File: config.mk
export PLATFORM = sky130hd
export DESIGN_NAME = iwd_top
export DESIGN_NICKNAME = d
export VERILOG_FILES = /design/src/iwd_pkg.sv /design/src/iwd_sync.sv /design/src/iwd_pulse.sv /design/src/iwd_top.sv
export SDC_FILE = /design/constraint.sdc
export NUM_CORES = 1
export LEC_CHECK = 0
export BUFFER_PORTS_ARGS = -buffer_cell sky130_fd_sc_hd__buf_2
export CAP_MARGIN = 10
export CORE_ASPECT_RATIO = 1.25
export CORE_UTILIZATION = 58
export CTS_CLUSTER_DIAMETER = 80
export DETAILED_ROUTE_END_ITERATION = 16
export HOLD_SLACK_MARGIN = 0.1
export PLACE_DENSITY = 0.81
export SYNTH_ARGS = -nofsm -noshare
export SYNTH_HDL_FRONTEND = slang
export SYNTH_SLANG_ARGS = --single-unit
File: constraint.sdc
create_clock -name clk -period 2.7 [get_ports clk]
set_input_delay 0 -clock clk [delete_from_list [all_inputs] [get_ports clk]]
set_output_delay 0 -clock clk [all_outputs]
set_load 0.05 [all_outputs]
File: src/iwd_pkg.sv
package iwd_pkg;
    // i/o port of the control and status register
    localparam logic [9:0] IWD_PORT_ADDR = 10'h201;
    localparam int IWD_ARM_BIT = 0;
    localparam int IWD_PF_BIT = 1;
    localparam int IWD_DATA_W = 8;
    // clock rate and derived timing
    localparam int IWD_CLK_HZ = 10000000;
    localparam int IWD_CYC_PER_MS = IWD_CLK_HZ / 1000;
    // typical timeout figures in milliseconds
    localparam int IWD_TO_MS_0 = 1600;
    localparam int IWD_TO_MS_1 = 1200;
    localparam int IWD_TO_MS_2 = 600;
    localparam int IWD_TO_MS_3 = 150;
    localparam int IWD_TO_CYC_0 = IWD_TO_MS_0 * IWD_CYC_PER_MS;
    localparam int IWD_TO_CYC_1 = IWD_TO_MS_1 * IWD_CYC_PER_MS;
    localparam int IWD_TO_CYC_2 = IWD_TO_MS_2 * IWD_CYC_PER_MS;
    localparam int IWD_TO_CYC_3 = IWD_TO_MS_3 * IWD_CYC_PER_MS;
    localparam int IWD_CNT_W = 25;
    // reset pulse length in cycles
    localparam int IWD_RST_PULSE_CYC = 16;
    // reset values
    localparam logic IWD_ARM_RST = 1'b0;
    localparam logic IWD_SYNC_RST = 1'b1;
    // service mode selection
    typedef enum logic [1:0] {
        IWD_MODE_OFF = 2'h0,
        IWD_MODE_HW = 2'h1,
        IWD_MODE_SW = 2'h2
    } iwd_mode_e;
    // fail source selection
    typedef enum logic [1:0] {
        IWD_SRC_OFF = 2'h0,
        IWD_SRC_EXT = 2'h1,
        IWD_SRC_BOARD = 2'h2
    } iwd_src_e;
endpackage : iwd_pkg

File: src/iwd_sync.sv
`timescale 1ns/1ps
// two-stage synchroniser for a level
module iwd_sync
    import iwd_pkg::*;
(
    input wire logic clk,
    input wire logic rstn,
    input wire logic ce,
    input wire logic din,
    output logic dout
);
    logic meta_ff;
    logic sync_ff;
    logic nxt_meta;
    logic nxt_sync;

    // first stage feeds only the second
    always_comb begin
        nxt_meta = ce ? din : meta_ff;
        nxt_sync = ce ? meta_ff : sync_ff;
    end

    always_ff @(posedge clk or negedge rstn) begin
        if (!rstn) begin
            meta_ff <= IWD_SYNC_RST;
            sync_ff <= IWD_SYNC_RST;
        end else begin
            meta_ff <= nxt_meta;
            sync_ff <= nxt_sync;
        end
    end

    assign dout = sync_ff;
endmodule : iwd_sync

File: src/iwd_pulse.sv
`timescale 1ns/1ps
// fixed-length pulse generator, started by a one-cycle fire
module iwd_pulse
    import iwd_pkg::*;
#(
    parameter int PULSE_CYC = IWD_RST_PULSE_CYC
) (
    input wire logic clk,
    input wire logic rstn,
    input wire logic ce,
    input wire logic fire,
    output logic busy,
    output logic done
);
    logic [7:0] cnt_ff;
    logic [7:0] nxt_cnt;
    logic done_ff;
    logic nxt_done;

    // load on fire, count down to zero; done flags the cycle after the last busy one
    always_comb begin
        nxt_cnt = cnt_ff;
        nxt_done = 1'b0;
        if (ce) begin
            if (fire && cnt_ff == 8'h00) begin
                nxt_cnt = 8'(PULSE_CYC);
            end else if (cnt_ff != 8'h00) begin
                nxt_cnt = cnt_ff - 8'h01;
                nxt_done = (cnt_ff == 8'h01);
            end
        end else begin
            nxt_done = done_ff;
        end
    end

    always_ff @(posedge clk or negedge rstn) begin
        if (!rstn) begin
            cnt_ff <= 8'h00;
            done_ff <= 1'b0;
        end else begin
            cnt_ff <= nxt_cnt;
            done_ff <= nxt_done;
        end
    end

    assign busy = (cnt_ff != 8'h00);
    assign done = done_ff;
endmodule : iwd_pulse

File: src/iwd_top.sv
`timescale 1ns/1ps
// Summary of operation
// - hardware mode: no strobe within timeout gives a system reset pulse.
// - hardware mode is always armed; each address-latch strobe restarts timing.
// - address-enable strobe also services the hardware-mode timer.
// - write with bit 0 set to port 0x201 arms software timer.
// - armed software timer not serviced within period gives reset pulse.
// - any read of port 0x201 restarts the software-mode timeout.
// - write with bit 0 clear to port 0x201 disarms, no reset.
// - after an rstn reset the software timer comes up disarmed; its own reset pulse leaves it armed.
// - low power-fail sense drives channel-check line low.
// - read of port 0x201 returns power status in bit 1.
// - fail source selectable: off, external monitor, or board divider.
module iwd_top
    import iwd_pkg::*;
#(
    parameter int TO_CYC_0 = IWD_TO_CYC_0,
    parameter int TO_CYC_1 = IWD_TO_CYC_1,
    parameter int TO_CYC_2 = IWD_TO_CYC_2,
    parameter int TO_CYC_3 = IWD_TO_CYC_3,
    parameter int PULSE_CYC = IWD_RST_PULSE_CYC
) (
    input wire logic clk,
    input wire logic rstn,
    input wire logic ce,
    input wire logic [9:0] io_addr,
    input wire logic io_read_n,
    input wire logic io_write_n,
    input wire logic [iwd_pkg::IWD_DATA_W-1:0] io_wdata,
    input wire logic ale,
    input wire logic aen,
    input wire iwd_pkg::iwd_mode_e mode_sel,
    input wire logic [1:0] timeout_select_jumpers,
    input wire iwd_pkg::iwd_src_e fail_source_jumpers,
    input wire logic external_monitor_input,
    input wire logic supply_good_level,
    output logic [iwd_pkg::IWD_DATA_W-1:0] io_rdata,
    output logic io_rdata_oe,
    output logic sys_reset,
    output logic iochk_n_out,
    output logic iochk_n_oe,
    output logic wd_armed
);
    import iwd_pkg::*;

    logic [IWD_CNT_W-1:0] cnt_ff;
    logic [IWD_CNT_W-1:0] nxt_cnt;
    logic arm_ff;
    logic nxt_arm;
    logic rd_d_ff;
    logic wr_d_ff;
    logic ale_d_ff;
    logic aen_d_ff;
    logic nxt_rd_d;
    logic nxt_wr_d;
    logic nxt_ale_d;
    logic nxt_aen_d;
    logic [IWD_DATA_W-1:0] rdata_ff;
    logic [IWD_DATA_W-1:0] nxt_rdata;
    logic rdoe_ff;
    logic nxt_rdoe;
    logic srst_ff;
    logic nxt_srst;
    logic chk_ff;
    logic nxt_chk;
    logic armed_ff;
    logic nxt_armed;
    logic sel_hit;
    logic rd_strobe;
    logic wr_strobe;
    logic hw_strobe;
    logic raw_good;
    logic good_sync;
    logic timing;
    logic expire;
    logic pulse_busy;
    logic pulse_done;
    logic [IWD_CNT_W-1:0] limit;

    // timeout limit from the strap
    function automatic logic [IWD_CNT_W-1:0] to_limit(input logic [1:0] s);
        case (s)
            2'h0: to_limit = IWD_CNT_W'(TO_CYC_0);
            2'h1: to_limit = IWD_CNT_W'(TO_CYC_1);
            2'h2: to_limit = IWD_CNT_W'(TO_CYC_2);
            default: to_limit = IWD_CNT_W'(TO_CYC_3);
        endcase
    endfunction : to_limit

    // falling edge of an active-low strobe seen against its delayed copy
    function automatic logic fall(input logic now_v, input logic prev_v);
        fall = prev_v & ~now_v;
    endfunction : fall

    // power-fail source mux; disabled source reads as good
    always_comb begin
        unique case (fail_source_jumpers)
            IWD_SRC_EXT: raw_good = external_monitor_input;
            IWD_SRC_BOARD: raw_good = supply_good_level;
            default: raw_good = 1'b1;
        endcase
    end

    // comparator is asynchronous to us, so resync before any use
    iwd_sync u_sync (
        .clk(clk),
        .rstn(rstn),
        .ce(ce),
        .din(raw_good),
        .dout(good_sync)
    );

    // io cycles are taken once, on the strobe's leading edge
    assign sel_hit = (io_addr == IWD_PORT_ADDR);
    assign rd_strobe = ce & sel_hit & fall(io_read_n, rd_d_ff);
    assign wr_strobe = ce & sel_hit & fall(io_write_n, wr_d_ff);
    // either bus strobe services hardware mode; rising edge of each
    assign hw_strobe = ce & ((ale & ~ale_d_ff) | (aen & ~aen_d_ff));
    assign limit = to_limit(timeout_select_jumpers);

    // edge history of the bus strobes
    always_comb begin
        nxt_rd_d = ce ? io_read_n : rd_d_ff;
        nxt_wr_d = ce ? io_write_n : wr_d_ff;
        nxt_ale_d = ce ? ale : ale_d_ff;
        nxt_aen_d = ce ? aen : aen_d_ff;
    end

    always_ff @(posedge clk or negedge rstn) begin
        if (!rstn) begin
            rd_d_ff <= 1'b1;
            wr_d_ff <= 1'b1;
            ale_d_ff <= 1'b0;
            aen_d_ff <= 1'b0;
        end else begin
            rd_d_ff <= nxt_rd_d;
            wr_d_ff <= nxt_wr_d;
            ale_d_ff <= nxt_ale_d;
            aen_d_ff <= nxt_aen_d;
        end
    end

    // software arm bit; only meaningful in software mode
    always_comb begin
        nxt_arm = arm_ff;
        if (wr_strobe) begin
            nxt_arm = io_wdata[IWD_ARM_BIT];
        end
        // gated by ce as well, so a frozen block keeps its arm bit
        if (ce && mode_sel != IWD_MODE_SW) begin
            nxt_arm = IWD_ARM_RST;
        end
    end

    // reset leaves the arm bit clear, so software starts disarmed
    always_ff @(posedge clk or negedge rstn) begin
        if (!rstn) begin
            arm_ff <= IWD_ARM_RST;
        end else begin
            arm_ff <= nxt_arm;
        end
    end

    // hardware mode needs no enable; default strap never times
    always_comb begin
        unique case (mode_sel)
            IWD_MODE_HW: timing = 1'b1;
            IWD_MODE_SW: timing = arm_ff;
            default: timing = 1'b0;
        endcase
    end

    assign expire = ce & timing & ~pulse_busy & (cnt_ff >= limit - 1'b1);

    // timeout counter; held at zero while idle or pulsing
    always_comb begin
        nxt_cnt = cnt_ff;
        if (ce) begin
            if (!timing || pulse_busy || pulse_done) begin
                nxt_cnt = '0;
            end else if (mode_sel == IWD_MODE_HW && hw_strobe) begin
                nxt_cnt = '0;
            end else if (mode_sel == IWD_MODE_SW && (rd_strobe || wr_strobe)) begin
                nxt_cnt = '0;
            end else if (expire) begin
                nxt_cnt = '0;
            end else begin
                nxt_cnt = cnt_ff + 1'b1;
            end
        end
    end

    always_ff @(posedge clk or negedge rstn) begin
        if (!rstn) begin
            cnt_ff <= '0;
        end else begin
            cnt_ff <= nxt_cnt;
        end
    end

    // a service in the expiry cycle is too late only if it is absent
    iwd_pulse #(
        .PULSE_CYC(PULSE_CYC)
    ) u_pulse (
        .clk(clk),
        .rstn(rstn),
        .ce(ce),
        // only the strobe of the selected mode may rescue the expiry cycle
        .fire(expire & ~((mode_sel == IWD_MODE_HW) ? hw_strobe
            : (rd_strobe | wr_strobe))),
        .busy(pulse_busy),
        .done(pulse_done)
    );

    // registered outputs: reset pulse, channel check, read data
    always_comb begin
        nxt_srst = srst_ff;
        nxt_chk = chk_ff;
        nxt_rdata = rdata_ff;
        nxt_rdoe = rdoe_ff;
        nxt_armed = armed_ff;
        if (ce) begin
            nxt_srst = pulse_busy;
            nxt_chk = ~good_sync;
            nxt_armed = timing;
            nxt_rdoe = sel_hit & ~io_read_n;
            nxt_rdata = '0;
            nxt_rdata[IWD_PF_BIT] = good_sync;
            nxt_rdata[IWD_ARM_BIT] = arm_ff;
        end
    end

    always_ff @(posedge clk or negedge rstn) begin
        if (!rstn) begin
            srst_ff <= 1'b0;
            chk_ff <= 1'b0;
            rdata_ff <= '0;
            rdoe_ff <= 1'b0;
            armed_ff <= 1'b0;
        end else begin
            srst_ff <= nxt_srst;
            chk_ff <= nxt_chk;
            rdata_ff <= nxt_rdata;
            rdoe_ff <= nxt_rdoe;
            armed_ff <= nxt_armed;
        end
    end

    assign sys_reset = srst_ff;
    assign io_rdata = rdata_ff;
    assign io_rdata_oe = rdoe_ff;
    // open-drain channel check: only ever pulled low
    assign iochk_n_out = 1'b0;
    assign iochk_n_oe = chk_ff;
    assign wd_armed = armed_ff;
endmodule : iwd_top

Yosys cells after proc, flatten, opt, wreduce, memory -nomap -nowiden:

Cells that the tools add are included.

* add/subtract/negate cells: 3
* order comparisons: 1
* equal/unequal tests: 9
* muxes and demuxes: 14
* bitwise logic cells: 22
* reductions and logical operators: 14

Operators with widths (number)
* $mux 25: 4
* $pmux 24 s3: 1
* $add 25x1->25 const B: 1
* $ge 25x25->1: 1
* $sub 25x1->25 const B: 1
* $mux 8: 2
* $and 1x1->1: 13
* $eq 10x10->1 const B: 1
* $eq 8x1->1 const B: 1
* $logic_not 8->1: 1
* $reduce_bool 8->1: 1
* $sub 8x1->8 const B: 1
* $not 1->1: 7
* $eq 2x1->1 const B: 3
* $eq 2x2->1 const B: 3
* $mux 1: 5
* $logic_and 1x1->1: 4
* $pmux 1 s2: 2
* $reduce_bool 2->1: 2
* $logic_or 1x1->1: 3
* $logic_not 2->1: 1
* $ne 2x2->1 const B: 1
* $or 1x1->1: 2
* $reduce_and 2->1: 1
* $logic_not 1->1: 1

* bits in registers: 47
* bits of input ports: 33
* word-level logic and storage cells: 78

Logic depth before layout (Yosys ltp):

* word-level depth: 10
* gate-level depth with buffers: 12

Hierarchy:

Synthesis repeated with hierarchy kept, for this count alone.

* cell total of the unflattened synthesis: 348
* area, all modules: 3256.9 sq um

Modules (own cells, without submodules)
* iwd_top: times used 1, cells an instance 287, area each 2626.3 sq um, sequential area each 903.4 sq um
* iwd_pulse: times used 1, cells an instance 57, area each 555.5 sq um, sequential area each 225.2 sq um
* iwd_sync: times used 1, cells an instance 4, area each 75.1 sq um, sequential area each 52.6 sq um

Worst setup path before layout:

Ideal clock, no wire load.

* path type: input-to-reg
* start point: input port timeout_select_jumpers[0]
* end point: register cnt_ff[20]
* arrival: 2288 ps
* setup slack: 343 ps
* stages: 11
* buffers on the path: 1
* path through: inv_1 -> ha_1 -> or2_2 -> ha_1 -> a31oi_1 -> nor2b_1 -> o311a_1 -> a211oi_2 -> clkbuf_1 -> o2111ai_1 -> nand3_1

* cells in the longest elaborated chain, start to end: 9
* elaborated cells on any way between the ends: 11
* those cells by class: add/sub (1); order compare (1); eq/ne (2); mux (5); bitwise (1); reduce/logical (1)

Ends and longest elaborated chain
* from (decl): RTL line iwd_top.sv:33 `input wire logic [1:0] timeout_select_jumpers,`
* $eq 2x2->1, or another cell as far along: RTL line iwd_top.sv:82 `case (s)`
* $pmux 24 s3 (*): RTL line iwd_top.sv:82
* $sub 25x1->25 (*): RTL line iwd_top.sv:173 `assign expire = ce & timing & ~pulse_busy & (cnt_ff >= limit - 1'b1);`
* $ge 25x25->1 (*): RTL line iwd_top.sv:173
* $and 1x1->1 (*): RTL line iwd_top.sv:173
* $mux 25 (*): RTL line iwd_top.sv:185 `end else if (expire) begin`
* $mux 25 (*): RTL line iwd_top.sv:183 `end else if (mode_sel == IWD_MODE_SW && (rd_strobe || wr_strobe)) begin`
* $mux 25 (*): RTL line iwd_top.sv:181 `end else if (mode_sel == IWD_MODE_HW && hw_strobe) begin`
* $mux 25 (*): RTL line iwd_top.sv:179 `if (!timing || pulse_busy || pulse_done) begin`
* to (signal assigned): RTL line iwd_top.sv:197 `cnt_ff <= nxt_cnt;`
* to (decl): RTL line iwd_top.sv:46 `logic [IWD_CNT_W-1:0] cnt_ff;`

Mark *: on every way between the ends. The rest lies on a longest branch, timed or not.
A chain may end at the register's enable or synchronous reset.

Worst setup path after layout:

* start point: input port timeout_select_jumpers[0]
* end point: register cnt_ff[24]

Same word-level chain as after synthesis.

==> run_results.csv <==
group,metric,value,unit
power,p_per_area,464,nW/um^2
yosys,synth_cells,345,
sta,setup_ws,0.249,ns
layout,final_common_cell,"dfrtp_1",
sta,setup_viol,0,
routing,drtAntennaViolNets,0,
critical_path,critPathMaxFanout,6,
sta,fin_crit_sh,90.8,%
global_route,grt_pass1_wl,11.5,mm
yosys,synth-edff-count,0,
yosys,synth_async_sr_flop_share,100,%
global_route,grt_overflow,0,
power,fin_total_pwr,1.67,mW
run_status,outcome,"finished, final reports clean",
floorplan,die_y,84.8,um
yosys,ys_ff_latch,47,
yosys,ys_seq_area_share,37.2,%
layout,syn_to_final_growth,13.4,%
yosys,ys_warn_count,0,
routing,wl_per_cell,14.5,um
layout,final_nets,457,
floorplan,die_x,68.2,um
clock_tree,ctsResizeCount,0,
sta,tightest_slew,1.01,ns
critical_path,crit_path_end_kind,"flop",
routing,vias,2740,
sta,fin_setup_tns,0,ns
sta,slew-limit-headroom,32.4,%
clock_tree,cts_root_buf,"clkbuf_8",
yosys,ys_top_cells_by_area,"dfrtp_1 (34%), ha_1 (13%), inv_1 (4.4%), o211ai_1 (4.0%), dfstp_2 (3.3%)",
sta,clock-skew-final,0.00382,ns
floorplan,core,5190,sq um
yosys,netlist.area_leader.share,33.8,%
layout,drive_gt1_share,16.8,%
min_path,hold_path.class,"primary input to flop",
floorplan,ios,46,
global_route,grt_pass1_vias,2645,
critical_path,cp.required,2.90,ns
routing,drt_iter0_drc,146,
routing,viasPerCell,6.04,
clock_tree,h-tree-depth,2,
sta,fmax,408,MHz
yosys,avgSynthCellArea,9.22,sq um
global_route,antenna_found_initial,0,
floorplan,initial_utilization,61.3,%
layout,antenna_cells,0,
placed_design,place_hpwl,4.86,mm
routing,drc,0,
clock_tree,path_clk_slew,0.08,ns
yosys,synth_top_area_cell,"dfrtp_1",
sta,period_minus_slack,2.45,ns
yosys,syn-cell-area,3180,sq um
floorplan,die-area,5780,sq um
flow_run,cap_violations,0,
power,leakagePower,1.67,nW
placed_design,gp_congestion,0.836,
critical_path,arrival,2.65,ns
power,ir_worst_vdd,0.580,mV
clock_tree,cts.sinks,47,
clock_tree,numCtsBuffers,5,
placed_design,post-place-ws,-0.0343,ns
global_route,grt_usage,25.8,%
global_route,grt_max_degree,48,
layout,finish.utilization,69.5,%
floorplan,num_rows,29,
clock_tree,worstSkewPairLatency,0.30,ns
placed_design,port_buffers,31,
sta,hold_violations,0,
routing,dr.pass1.iters,4,
critical_path,path_class,"primary input to flop",
sta,rsz0062_at_grt,"false",
critical_path,cp-start-kind,"primary input",
routing,drt-total-wl,6.57,mm
sta,drv_slew,0,
clock_tree,cts_tree,"built",
yosys,synth-main-ff-cell,"dfrtp_1",
clock_tree,cts_buffer_depth,2,
layout,final_cell_mix,"dfrtp_1 (43), inv_1 (37), ha_1 (33)",
yosys,synth.distinct_cells,53,
## layout make-up
cell class / count / area, sq um
timing repair buffer: 50 / 323
fill: 393 / 1580
clock inverter: 1 / 8.76
clock buffer: 7 / 86.3
multi-input combinational: 250 / 1790
sequential: 47 / 1180
inverter: 37 / 139
tap: 62 / 77.6
## worst paths after layout
| kind | startpoint | end | slack, ns | cells past startpoint |
|---|---|---|---|---|
| setup / recovery | timeout_select_jumpers[0] | cnt_ff[24] | 0.25 | 11 |
| hold / removal | io_addr[2] | arm_ff | 0.14 | 5 |
| setup reg to reg | cnt_ff[7] | cnt_ff[24] | 0.27 | 7 |
| hold reg to reg | u_pulse.cnt_ff[5] | u_pulse.cnt_ff[5] | 0.48 | 1 |
| max in group asynchronous | rstn | cnt_ff[22] | 1.65 | 2 |
| min in group asynchronous | rstn | u_pulse.cnt_ff[1] | 0.42 | 2 |
## metrics by stage
step,hold slack [ns],instances,instance area (sq um)
finish,0.144,454,3600
global route,0.179,454,3600
CTS,0.145,454,3600
global placement,0.203,436,3410
floorplan,-0.296,351,3200
detailed placement,0.211,436,3410
## Yosys cell counts, types with 2 or more instances
cell       instances
a41oi_1            2
ha_1              33
a31oi_1            5
buf_2              2
nand3_1           13
xnor2_1            5
nor4b_1            2
mux2i_1            2
dfrtp_1           43
nor3_1            16
nand2_1           17
or3_1              3
nor2b_1            7
o31ai_1            2
mux2_2             7
dfstp_2            4
o21ai_1           16
a21oi_1           11
inv_1             37
nor2_1            24
nand4_1           10
o21a_1             2
buf_4              7
nor4_1             4
or4_1              2
clkbuf_1           8
o21ai_0            3
or2_2              2
o2bb2ai_1          3
xor2_1             4
o2111ai_1          3
a21o_1             5
o211ai_1          17
and2_1             5
## logic make-up after synthesis
group	Yosys count	synth area share [%]
AND/OR/NAND/NOR	111	18.5
AO/OA/AOI/OAI	81	18.4
buffers and inverters	54	7.28
flip-flops	47	37.2
adder cells (fa/ha/maj)	33	13.0
XOR/XNOR	9	2.48
multiplexers	9	3.11
other	1	0.118
## state kept, by name, indices dropped and copies added, names as in the netlist
signal	count
u_pulse.cnt_ff	8
aen_d_ff	1
sys_reset	1
u_pulse.done	1
ale_d_ff	1
cnt_ff	25
wr_d_ff	1
wd_armed	1
arm_ff	1
rd_d_ff	1
u_sync.meta_ff	1
io_rdata_oe	1
u_sync.dout	1
io_rdata	2
iochk_n_oe	1
## critical path, stage by stage
cell and delay [ns]:
buf_2 0.14, inv_1 0.10, ha_1 0.26, or2_2 0.33, ha_1 0.30, a31oi_1 0.17
nor2b_1 0.06, o311a_1 0.30, a211oi_2 0.45, nand2_2 0.22, o41ai_2 0.31
## layer usage
| layer | up-vias | global-route usage, % | routed length, um |
|---|---|---|---|
| li1 | 1331 | - | - |
| met2 | 83 | 44.1 | 3380 |
| met5 | - | 0 | 0 |
| met4 | 0 | 9.47 | 87 |
| met1 | 1316 | 32.0 | 2830 |
| met3 | 10 | 3.53 | 278 |
## timing repair
| item | CTS | global route |
|---|---|---|
| hold buffers | 10 | 0 |
| buffers inserted | 0 | 0 |
| hold endpoints to repair | 53 | 0 |
## report_power, final
group | total, mW | switching (mW) | internal, mW
combinational | 0.356 | 0.208 | 0.148
sequential | 0.871 | 0.0804 | 0.790
clock | 0.444 | 0.234 | 0.210
No activity file was read; power rests on OpenSTA's default activity.
